<file path="src/rtl/deser_cfg_pkg.sv">
// Constants for the output configuration register bank.
// Assumes an 8-bit register port on the device's single core clock.
// Notes on behaviour
// (RULE1) Four-bit equalizer floor, reset eight, start point
// (RULE2) Second-port select steers floor register to port one
// (RULE3) Mode bit seven reports strapped bit-mapping mode
// (RULE4) Override bit six selects register bit five
// (RULE5) Arrangement codes: dual, swapped, single, replicated
// (RULE6) Arrangement field loaded from strap at reset; code resets it to dual and loads the strap after release
// (RULE7) Two-bit swing code, reset zero, four settings
// (RULE8) Loop source bit seven picks receive port
// (RULE9) Software enables loop driver before expecting data
// (RULE10) Software keeps both loop port selects consistent
// (RULE11) Loop driver enable bit three, reset off
// (RULE12) Reserved bits read zero, writes ignored
package deser_cfg_pkg;
  localparam int ADDR_W = 8;                // Register address width
  localparam int DATA_W = 8;                // Register data width
  localparam int FLOOR_W = 4;               // Equalizer floor width
  localparam int CODE_W = 2;                // Arrangement and swing code width

  // Register offsets
  localparam logic [ADDR_W-1:0] OFS_FLOOR_EN = 8'h35;
  localparam logic [ADDR_W-1:0] OFS_EQ_FLOOR = 8'h45;
  localparam logic [ADDR_W-1:0] OFS_OUT_MODE = 8'h49;
  localparam logic [ADDR_W-1:0] OFS_PORT_SEL = 8'h4F;
  localparam logic [ADDR_W-1:0] OFS_SWING    = 8'h4B;
  localparam logic [ADDR_W-1:0] OFS_LOOP_SEL = 8'h52;
  localparam logic [ADDR_W-1:0] OFS_LOOP_EN  = 8'h56;
  localparam logic [ADDR_W-1:0] OFS_LOOP_ALT = 8'h57;

  // Field positions
  localparam int FLOOR_LSB    = 0;
  localparam int FLOOR_EN_LSB = 4;
  localparam int FLOOR_EN_W   = 2;
  localparam int MAP_STAT_BIT = 7;
  localparam int MAP_OVR_BIT  = 6;
  localparam int MAP_REG_BIT  = 5;
  localparam int OUT_MODE_LSB = 0;
  localparam int SWING_LSB    = 0;
  localparam int PORT_SEL_BIT = 0;
  localparam int LOOP_SEL_BIT = 7;
  localparam int LOOP_EN_BIT  = 3;
  localparam int LOOP_ALT_LSB = 1;
  localparam int LOOP_ALT_W   = 2;
  localparam int STRAP_W      = 3;          // Strap: {map mode, arrangement}
  localparam int STRAP_MAP_BIT = 2;

  // Reset values
  localparam logic [FLOOR_W-1:0]    FLOOR_RST    = 4'h8;
  localparam logic [FLOOR_EN_W-1:0] FLOOR_EN_RST = 2'h0;
  localparam logic [CODE_W-1:0]     CODE_RST     = 2'h0;
  localparam logic [LOOP_ALT_W-1:0] LOOP_ALT_RST = 2'h0;
  localparam logic [DATA_W-1:0]     READ_ZERO    = 8'h00;
  localparam logic [1:0]            STRAP_FILL_DONE = 2'h3;  // Edges to fill the strap chain

  // Display output arrangement codes
  localparam logic [CODE_W-1:0] ARR_DUAL      = 2'h0;
  localparam logic [CODE_W-1:0] ARR_DUAL_SWAP = 2'h1;
  localparam logic [CODE_W-1:0] ARR_SINGLE    = 2'h2;
  localparam logic [CODE_W-1:0] ARR_REPLICATE = 2'h3;

  // Strap capture sequencing
  typedef enum logic {ST_STRAP_WAIT, ST_STRAP_DONE} strap_state_e;
endpackage

</file>
<file path="src/rtl/field_reg_if.sv">
// Interface between the register bank and one stored field.
// Assumes the owner and the user share the core clock.
`timescale 1ns/1ps
`default_nettype none
interface field_reg_if #(parameter int WIDTH = 4);
  logic             we;   // One-cycle write enable
  logic [WIDTH-1:0] wd;   // Write data
  logic [WIDTH-1:0] q;    // Stored value
  modport owner (input we, input wd, output q);
  modport user  (output we, output wd, input q);
endinterface
`default_nettype wire

</file>
<file path="src/rtl/deser_output_config_regs.sv">
// Output configuration register bank of the serial video deserializer.
// Assumes a same-clock register master with one-cycle strobes and an
// asynchronous strap level that is stable for a few cycles after reset.
//
// Local design decision: the address-and-strobe port.
`timescale 1ns/1ps
`default_nettype none
module deser_output_config_regs
  import deser_cfg_pkg::*;
#(
  parameter int LOOP_W = 1                  // Width of recovered loop data
) (
  input  wire logic [ADDR_W-1:0]     CLOCK_UNUSED_GUARD_ADDR,
  input  wire logic                  CLOCK,
  input  wire logic                  RST,
  input  wire logic [DATA_W-1:0]     WDATA,
  input  wire logic                  WR,
  input  wire logic                  RD,
  output logic      [DATA_W-1:0]     RDATA,
  input  wire logic [STRAP_W-1:0]    MODE_STRAP_PIN,
  input  wire logic [LOOP_W-1:0]     RECEIVE_PORT_ZERO_DATA,
  input  wire logic [LOOP_W-1:0]     RECEIVE_PORT_ONE_DATA,
  output logic [FLOOR_W-1:0]         EQ_FLOOR_START_P0,
  output logic [FLOOR_W-1:0]         EQ_FLOOR_START_P1,
  output logic [FLOOR_EN_W-1:0]      EQ_FLOOR_ENABLE,
  output logic                       BIT_MAP_MODE,
  output logic [CODE_W-1:0]          DISPLAY_OUTPUT_ARRANGEMENT,
  output logic [CODE_W-1:0]          OUTPUT_SWING_CODE,
  output logic                       LOOP_SOURCE_PORT,
  output logic [LOOP_ALT_W-1:0]      LOOP_SOURCE_PORT_ALT,
  output logic                       LOOP_DRIVER_ENABLE,
  output logic [LOOP_W-1:0]          LOOP_THROUGH_OUTPUT
);
  // The address port carries a plain name for the register bus
  logic [ADDR_W-1:0] addr;
  assign addr = CLOCK_UNUSED_GUARD_ADDR;

  // Address decode, one hit per mapped offset
  logic hit_floor_en;                       // Floor enable register
  logic hit_floor;                          // Equalizer floor register
  logic hit_mode;                           // Output arrangement register
  logic hit_port;                           // Second-port select register
  logic hit_swing;                          // Swing control register
  logic hit_lsel;                           // Loop source select register
  logic hit_len;                            // Loop driver enable register
  logic hit_lalt;                           // Second loop select register

  assign hit_floor_en = (addr == OFS_FLOOR_EN);
  assign hit_floor    = (addr == OFS_EQ_FLOOR);
  assign hit_mode     = (addr == OFS_OUT_MODE);
  assign hit_port     = (addr == OFS_PORT_SEL);
  assign hit_swing    = (addr == OFS_SWING);
  assign hit_lsel     = (addr == OFS_LOOP_SEL);
  assign hit_len      = (addr == OFS_LOOP_EN);
  assign hit_lalt     = (addr == OFS_LOOP_ALT);

  // Stored control state
  logic                  port_sel_ff;       // Steers floor access to port one
  logic [FLOOR_EN_W-1:0] floor_en_ff;       // Floor feature enable
  logic                  map_ovr_ff;        // Bit-mapping override enable
  logic                  map_reg_ff;        // Bit-mapping register value
  logic                  map_strap_ff;      // Strapped bit-mapping mode
  logic [CODE_W-1:0]     arr_ff;            // Display output arrangement
  logic [CODE_W-1:0]     swing_ff;          // Output swing code
  logic                  lsel_ff;           // Loop source port
  logic                  len_ff;            // Loop driver enable
  logic [LOOP_ALT_W-1:0] lalt_ff;           // Second loop port select
  logic [DATA_W-1:0]     rdata_ff;          // Registered read data
  logic [LOOP_W-1:0]     loop_ff;           // Loop-through data
  logic                  map_out_ff;        // Effective bit-mapping mode

  // Per-port floor fields share one module
  field_reg_if #(.WIDTH(FLOOR_W)) floor0_if ();
  field_reg_if #(.WIDTH(FLOOR_W)) floor1_if ();

  // A floor write lands only in the port picked by the select bit
  assign floor0_if.we = WR && hit_floor && !port_sel_ff;   // [RULE2]
  assign floor1_if.we = WR && hit_floor && port_sel_ff;    // [RULE2]
  assign floor0_if.wd = WDATA[FLOOR_LSB +: FLOOR_W];
  assign floor1_if.wd = WDATA[FLOOR_LSB +: FLOOR_W];

  // Port zero floor, resets to eight
  field_reg #(.WIDTH(FLOOR_W), .RESET(FLOOR_RST)) u_floor0 (
    .CLOCK (CLOCK),
    .RST   (RST),
    .fld   (floor0_if.owner)
  );

  // Port one floor, resets to eight
  field_reg #(.WIDTH(FLOOR_W), .RESET(FLOOR_RST)) u_floor1 (
    .CLOCK (CLOCK),
    .RST   (RST),
    .fld   (floor1_if.owner)
  );

  // Strap synchroniser: the first stage feeds only the second
  logic [STRAP_W-1:0] strap_s1_ff;
  logic [STRAP_W-1:0] strap_s2_ff;
  logic [STRAP_W-1:0] strap_s3_ff;
  logic               strap_stable;         // Second and third stages agree

  always_ff @(posedge CLOCK or posedge RST) begin
    if (RST) begin
      strap_s1_ff <= '0;
      strap_s2_ff <= '0;
      strap_s3_ff <= '0;
    end else begin
      strap_s1_ff <= MODE_STRAP_PIN;
      strap_s2_ff <= strap_s1_ff;
      strap_s3_ff <= strap_s2_ff;
    end
  end

  assign strap_stable = (strap_s2_ff == strap_s3_ff);

  // Strap capture happens once after reset release, since a reset
  // flop may only take constants; the pin is then ignored until the next reset
  strap_state_e strap_st_ff;
  strap_state_e nxt_strap_st;
  logic         strap_take;                 // Latch strap this cycle
  logic [1:0]   strap_fill_ff;              // Cycles until chain is filled

  always_ff @(posedge CLOCK or posedge RST) begin
    if (RST) begin
      strap_fill_ff <= 2'h0;
    end else if (strap_fill_ff != STRAP_FILL_DONE) begin
      strap_fill_ff <= strap_fill_ff + 2'h1;
    end
  end

  always_comb begin
    nxt_strap_st = strap_st_ff;
    strap_take   = 1'b0;
    case (strap_st_ff)
      ST_STRAP_WAIT: begin
        // Wait until the chain holds real samples that agree
        if ((strap_fill_ff == STRAP_FILL_DONE) && strap_stable) begin
          strap_take   = 1'b1;
          nxt_strap_st = ST_STRAP_DONE;
        end
      end
      ST_STRAP_DONE: begin
        nxt_strap_st = ST_STRAP_DONE;
      end
      default: begin
        nxt_strap_st = ST_STRAP_WAIT;
      end
    endcase
  end

  always_ff @(posedge CLOCK or posedge RST) begin
    if (RST) begin
      strap_st_ff <= ST_STRAP_WAIT;
    end else begin
      strap_st_ff <= nxt_strap_st;
    end
  end

  // Strapped bit-mapping mode, read-only to software
  always_ff @(posedge CLOCK or posedge RST) begin
    if (RST) begin
      map_strap_ff <= 1'b0;
    end else if (strap_take) begin
      map_strap_ff <= strap_s3_ff[STRAP_MAP_BIT];       // [RULE3]
    end
  end

  // Arrangement field: strap load, then software owns it; a write
  // in the capture cycle wins; a write before the capture is overwritten
  always_ff @(posedge CLOCK or posedge RST) begin
    if (RST) begin
      arr_ff <= ARR_DUAL;
    end else if (WR && hit_mode) begin
      arr_ff <= WDATA[OUT_MODE_LSB +: CODE_W];          // [RULE6]
    end else if (strap_take) begin
      arr_ff <= strap_s3_ff[OUT_MODE_LSB +: CODE_W];    // [RULE6]
    end
  end

  // Override enable and register value for bit-mapping mode
  always_ff @(posedge CLOCK or posedge RST) begin
    if (RST) begin
      map_ovr_ff <= 1'b0;                               // [RULE4]
      map_reg_ff <= 1'b0;                               // [RULE4]
    end else if (WR && hit_mode) begin
      map_ovr_ff <= WDATA[MAP_OVR_BIT];
      map_reg_ff <= WDATA[MAP_REG_BIT];
    end
  end

  // Second-port select, a bank of its own
  always_ff @(posedge CLOCK or posedge RST) begin
    if (RST) begin
      port_sel_ff <= 1'b0;
    end else if (WR && hit_port) begin
      port_sel_ff <= WDATA[PORT_SEL_BIT];
    end
  end

  // Floor feature enable
  always_ff @(posedge CLOCK or posedge RST) begin
    if (RST) begin
      floor_en_ff <= FLOOR_EN_RST;
    end else if (WR && hit_floor_en) begin
      floor_en_ff <= WDATA[FLOOR_EN_LSB +: FLOOR_EN_W];
    end
  end

  // Output swing code, reset to setting zero
  always_ff @(posedge CLOCK or posedge RST) begin
    if (RST) begin
      swing_ff <= CODE_RST;                             // [RULE7]
    end else if (WR && hit_swing) begin
      swing_ff <= WDATA[SWING_LSB +: CODE_W];           // [RULE7]
    end
  end

  // Loop-through controls; only documented bits are stored
  always_ff @(posedge CLOCK or posedge RST) begin
    if (RST) begin
      lsel_ff <= 1'b0;
      len_ff  <= 1'b0;                                  // [RULE11]
      lalt_ff <= LOOP_ALT_RST;
    end else begin
      if (WR && hit_lsel) begin
        lsel_ff <= WDATA[LOOP_SEL_BIT];                 // [RULE8]
      end
      if (WR && hit_len) begin
        len_ff <= WDATA[LOOP_EN_BIT];                   // [RULE11]
      end
      if (WR && hit_lalt) begin
        // Kept in step with the source bit by software [RULE10]
        lalt_ff <= WDATA[LOOP_ALT_LSB +: LOOP_ALT_W];
      end
    end
  end

  // Read mux: one cycle latency, zero for reserved bits and holes
  logic [DATA_W-1:0] nxt_rdata;

  always_comb begin
    nxt_rdata = READ_ZERO;                              // [RULE12]
    if (hit_floor) begin
      nxt_rdata[FLOOR_LSB +: FLOOR_W] =
        port_sel_ff ? floor1_if.q : floor0_if.q;        // [RULE2]
    end else if (hit_floor_en) begin
      nxt_rdata[FLOOR_EN_LSB +: FLOOR_EN_W] = floor_en_ff;
    end else if (hit_mode) begin
      nxt_rdata[MAP_STAT_BIT] = map_strap_ff;           // [RULE3]
      nxt_rdata[MAP_OVR_BIT]  = map_ovr_ff;
      nxt_rdata[MAP_REG_BIT]  = map_reg_ff;
      nxt_rdata[OUT_MODE_LSB +: CODE_W] = arr_ff;
    end else if (hit_port) begin
      nxt_rdata[PORT_SEL_BIT] = port_sel_ff;
    end else if (hit_swing) begin
      nxt_rdata[SWING_LSB +: CODE_W] = swing_ff;
    end else if (hit_lsel) begin
      nxt_rdata[LOOP_SEL_BIT] = lsel_ff;
    end else if (hit_len) begin
      nxt_rdata[LOOP_EN_BIT] = len_ff;
    end else if (hit_lalt) begin
      nxt_rdata[LOOP_ALT_LSB +: LOOP_ALT_W] = lalt_ff;
    end
  end

  // Read data stand only in the cycle after the strobe
  always_ff @(posedge CLOCK or posedge RST) begin
    if (RST) begin
      rdata_ff <= READ_ZERO;
    end else if (RD) begin
      rdata_ff <= nxt_rdata;
    end else begin
      rdata_ff <= READ_ZERO;
    end
  end

  // Effective bit-mapping mode
  always_ff @(posedge CLOCK or posedge RST) begin
    if (RST) begin
      map_out_ff <= 1'b0;
    end else begin
      map_out_ff <= map_ovr_ff ? map_reg_ff : map_strap_ff;  // [RULE4]
    end
  end

  // Loop-through data path; silent while the driver is off, which is
  // why software must enable it first [RULE9]
  always_ff @(posedge CLOCK or posedge RST) begin
    if (RST) begin
      loop_ff <= '0;
    end else if (!len_ff) begin
      loop_ff <= '0;                                    // [RULE11]
    end else if (lsel_ff) begin
      loop_ff <= RECEIVE_PORT_ONE_DATA;                 // [RULE8]
    end else begin
      loop_ff <= RECEIVE_PORT_ZERO_DATA;                // [RULE8]
    end
  end

  // Floor start points go to the equalizer, which starts there when
  // the enable field is nonzero [RULE1]
  assign EQ_FLOOR_START_P0 = floor0_if.q;
  assign EQ_FLOOR_START_P1 = floor1_if.q;
  assign EQ_FLOOR_ENABLE   = floor_en_ff;               // [RULE1]

  // Arrangement codes pass straight to the transmit ports [RULE5]
  assign DISPLAY_OUTPUT_ARRANGEMENT = arr_ff;
  assign OUTPUT_SWING_CODE          = swing_ff;
  assign BIT_MAP_MODE               = map_out_ff;
  assign LOOP_SOURCE_PORT           = lsel_ff;
  assign LOOP_SOURCE_PORT_ALT       = lalt_ff;
  assign LOOP_DRIVER_ENABLE         = len_ff;
  assign LOOP_THROUGH_OUTPUT        = loop_ff;
  assign RDATA                      = rdata_ff;
endmodule
`default_nettype wire

</file>
<file path="src/rtl/field_reg.sv">
// One read/write field with a constant reset value.
// Assumes write enable and data come from the core clock domain.
`timescale 1ns/1ps
`default_nettype none
module field_reg #(
  parameter int               WIDTH = 4,
  parameter logic [WIDTH-1:0] RESET = '0
) (
  input  wire logic   CLOCK,
  input  wire logic   RST,
  field_reg_if.owner  fld
);
  logic [WIDTH-1:0] value_ff;   // Held field value

  // Store on write; reset takes the constant only
  always_ff @(posedge CLOCK or posedge RST) begin
    if (RST) begin
      value_ff <= RESET;
    end else if (fld.we) begin
      value_ff <= fld.wd;
    end
  end

  assign fld.q = value_ff;
endmodule
`default_nettype wire

</file>
<file path="config.mk">
export PLATFORM = sky130hd
export DESIGN_NAME = deser_output_config_regs
export DESIGN_NICKNAME = d
export VERILOG_FILES = /design/src/rtl/deser_cfg_pkg.sv /design/src/rtl/field_reg_if.sv /design/src/rtl/deser_output_config_regs.sv /design/src/rtl/field_reg.sv
export SDC_FILE = /design/constraint.sdc
export NUM_CORES = 1
export LEC_CHECK = 0
export ABC_AREA = 1
export BUFFER_PORTS_ARGS = -buffer_cell sky130_fd_sc_hd__buf_2
export CAP_MARGIN = 10
export CELL_PAD_IN_SITES_DETAIL_PLACEMENT = 1
export CELL_PAD_IN_SITES_GLOBAL_PLACEMENT = 1
export CORE_ASPECT_RATIO = 0.6
export CORE_MARGIN = 4
export CORE_UTILIZATION = 41
export CTS_CLUSTER_SIZE = 10
export DETAILED_ROUTE_END_ITERATION = 10
export PLACE_DENSITY = 0.82
export SLEW_MARGIN = 20
export SYNTH_ARGS = -nofsm -noshare
export SYNTH_HDL_FRONTEND = slang
export SYNTH_SLANG_ARGS = --single-unit
</file>
<file path="constraint.sdc">
create_clock -name CLOCK -period 2.3 [get_ports CLOCK]
set_input_delay 0.115 -clock CLOCK [delete_from_list [all_inputs] [get_ports CLOCK]]
set_output_delay 0.115 -clock CLOCK [all_outputs]
set_load 0.005 [all_outputs]
</file>
==> out/summary.txt <==
fin crit share -> 58.94%
first-iteration detailed-routing DRC count -> 96
worst flop-to-flop path startpoint -> strap_fill_ff[0]$_DFFE_PP0P_
R2R depth -> 6
Yosys top cell area share -> 53.16%
Routed Antenna Nets -> 0
outcome -> completed
post-CTS setup buffer count -> 0
first-pass GRT wire length -> 8.783 mm
clk_skew -> 7.726 ps
CTS HTree Levels -> 2
grt total ovfl -> 0
Yosys top cell by area -> dfrtp_1
DR DRC count -> 0
leading post-synthesis cells by cell area -> dfrtp_1 (53%), nand2_1 (13%), inv_1 (5.1%), nand3_1 (4.6%), nor2_1 (4.0%)
gpl congestion -> 0.8622
Port Buffer Count -> 52
CTS tree -> done
via density per instance -> 4.868
crit path to -> map_strap_ff$_DFFE_PP0P_
GRT Util Overall -> 19.02%
min Tclk post-route -> 1356 ps
Worst R2R Setup Slack -> 940 ps
Die X -> 97.65 µm
Clock Latency Late Sink -> 290 ps
CP cell instances -> ha_1, o21ai_0, nor2_1, nand3_1, nand2_1, o21ai_0
CTS clk-pin slew, worst paths -> 80 ps
CP max stage cell -> dfrtp_1
Slew headroom -> 59.83%
RSZ-0062 raised after global routing -> no
crit-path leading delay family -> simple AND/OR/NAND/NOR gates
CTS Buf Count -> 5
Nets -> 317
sum of negative setup slack -> 0 ps
share of layout cells above drive strength 1 -> 26.03%
Crit Path Class -> register to register
worst path buffer plus inverter count -> 0
final wirelength -> 5.257 mm
DR WL/cell -> 14.81 µm
vias in the first global route -> 1729
Placeable Area -> 4612 µm²
r2r endpoint -> map_strap_ff$_DFFE_PP0P_
CP Depth -> 6
CP most frequent cell -> o21ai_0
FP Rows -> 19
Max Fclk -> 737.6 MHz
drt pass-1 iters -> 4
clock buffer depth -> 2
Static Leak -> 1.281 nW
Avg Synthesized Cell Area -> 8.747 µm²
Crit. End Element -> register
Mapped Cells -> 226
Final Hold Viols -> 0
Worst-Margin Slew -> 598.9 ps
area grow syn2layout -> 24.68%
final worst slack -> 944.3 ps
Worst Hold Class -> primary input to register
crit path launch type -> register
flops & latches, synth -> 44
sequential share of the synthesized area -> 55.82%
antenna violations before repair -> 0
CTS root buffer -> clkbuf_8
Synth cell types -> 24
largest net degree at the start of global routing -> 18
MaxCap Viol Count -> 0
CP max stage delay -> 370 ps
power per cell area -> 633.7 nW/µm²
CP arrival -> 1530 ps
clk sink count -> 44
Max Slew Vio Count -> 0
Initial Util -> 42.86%
setup violators final -> 0
CP Launch Point -> strap_fill_ff[0]$_DFFE_PP0P_
die area -> 6033 µm²
DP Wirelength -> 4.218 mm
syn_nets -> 252
I/O pins -> 53
Synth warnings -> 0
Die H -> 61.79 µm
peak supply drop -> 0.3801 mV
number of diodes -> 0
synthesized cell area -> 1977 µm²
worst-path maximum fanout -> 5
vias -> 1728
pre-CTS WS -> 983.0 ps
Critical Path RT -> 2470 ps
## power breakdown
group	leakage [nW]	switching (mW)	internal, mW
combinational	0.698	0.111	0.0798
clock	0.0445	0.256	0.244
sequential	0.539	0.0452	0.826
total	1.28	0.412	1.15
## worst register-to-register path, stage by stage (launching register included)
cell and delay (ps):
dfrtp_1 370, ha_1 230, o21ai_0 110, nor2_1 150
nand3_1 190, nand2_1 100, o21ai_0 90
## metrics by stage
step	power [mW]	std cells	area [µm²]	util, %	hold slack, ps
after floorplan	0.9650	226	1977	-	146.4
final	1.562	355	2465	53.45	16.34
after global routing	1.647	355	2465	53.45	37.89
after CTS	1.581	355	2465	53.45	11.50
after detailed placement	1.075	343	2331	50.54	128.6
after global placement	1.063	343	2331	50.54	121.5
## cell families after synthesis
kind of cell / count (synthesis) / synth area share, %
and+or+nand+nor: 120 / 28.16
DFF: 44 / 55.82
buffers and inverters: 29 / 5.887
AOI/OAI and AO/OA: 28 / 7.468
xor gates and xnor gates: 2 / 0.8862
muxes: 2 / 1.139
adders and majority gates: 1 / 0.6328
## cell usage after synthesis
library cell and count:
dfstp_2 2, mux2_2 2, o21a_1 3, inv_1 27, nor3_4 1, nand4_1 2
o21ai_1 8, nand2_1 67, nor3_1 3, nor4_4 1, nor2_1 21, nand2_2 1
ha_1 1, inv_4 1, xnor2_1 1, clkinv_4 1, dfrtp_1 42, o21ai_0 10
a21oi_1 7, nor2_2 3, nand3_1 18, xor2_1 1, nor2_4 1, nand3_4 2
## placed cells by master, fill, tap and decap left out, types with 2 or more instances in the layout
cell           Yosys  layout
nand4_1            2       2
dfrtp_1           42      42
o21ai_1            8       8
buf_4              0       2
o21a_1             3       3
inv_1             27      26
a21oi_1            7       7
o21ai_0           10      10
nand3_1           18      18
nor3_1             3       3
mux2_2             2       2
nand2_1           67      67
nor2_2             3       3
clkbuf_8           0       6
nand3_4            2       2
buf_2              0      52
dfstp_2            2       2
dlygate4sd3_1      0       4
nor2_1            21      21
## repair_timing
item	4_1_cts	5_1_grt
resized for setup	0	0
hold buffers	4	0
endpoints found under the hold margin	18	0
## metal layers
metal	track usage (%)	vias to the layer above	wire, µm
li1	-	853	-
met1	27.16	821	2544
met2	28.43	52	2325
met3	5.574	2	364
met4	5.917	0	22
met5	0	-	0
## registers in the layout, summed over array words and instances, names as in the netlist, 2 cells and up
name,count
strap_fill_ff,2
EQ_FLOOR_ENABLE,2
strap_s2_ff,3
strap_s1_ff,3
strap_s3_ff,3
DISPLAY_OUTPUT_ARRANGEMENT,2
LOOP_SOURCE_PORT_ALT,2
u_floor0.fld.q,4
u_floor1.fld.q,4
RDATA,8
OUTPUT_SWING_CODE,2
## final cells by class
cell class | count | area (µm²)
tap | 63 | 78.83
fill | 588 | 2147
multi-input combinational | 153 | 757.0
sequential | 44 | 1104
clock inverter | 1 | 7.507
clock buffer | 7 | 86.33
inverter | 29 | 116.4
timing repair buffer | 58 | 315.3
## worst min-delay path by stage
stage / start / end / slack (ps) / cells after the start
floorplan: MODE_STRAP_PIN[0] / strap_s1_ff[0]$_DFF_PP0_ / 150 / 0
global placement: RST / strap_s1_ff[1]$_DFF_PP0_ / 120 / 2
detailed placement: RST / strap_s1_ff[0]$_DFF_PP0_ / 130 / 2
CTS: WDATA[6] / map_ovr_ff$_DFFE_PP0P_ / 10 / 3
global route: WDATA[6] / map_ovr_ff$_DFFE_PP0P_ / 40 / 3
finish: WDATA[6] / map_ovr_ff$_DFFE_PP0P_ / 20 / 3
(Power assumes the default switching activity.)
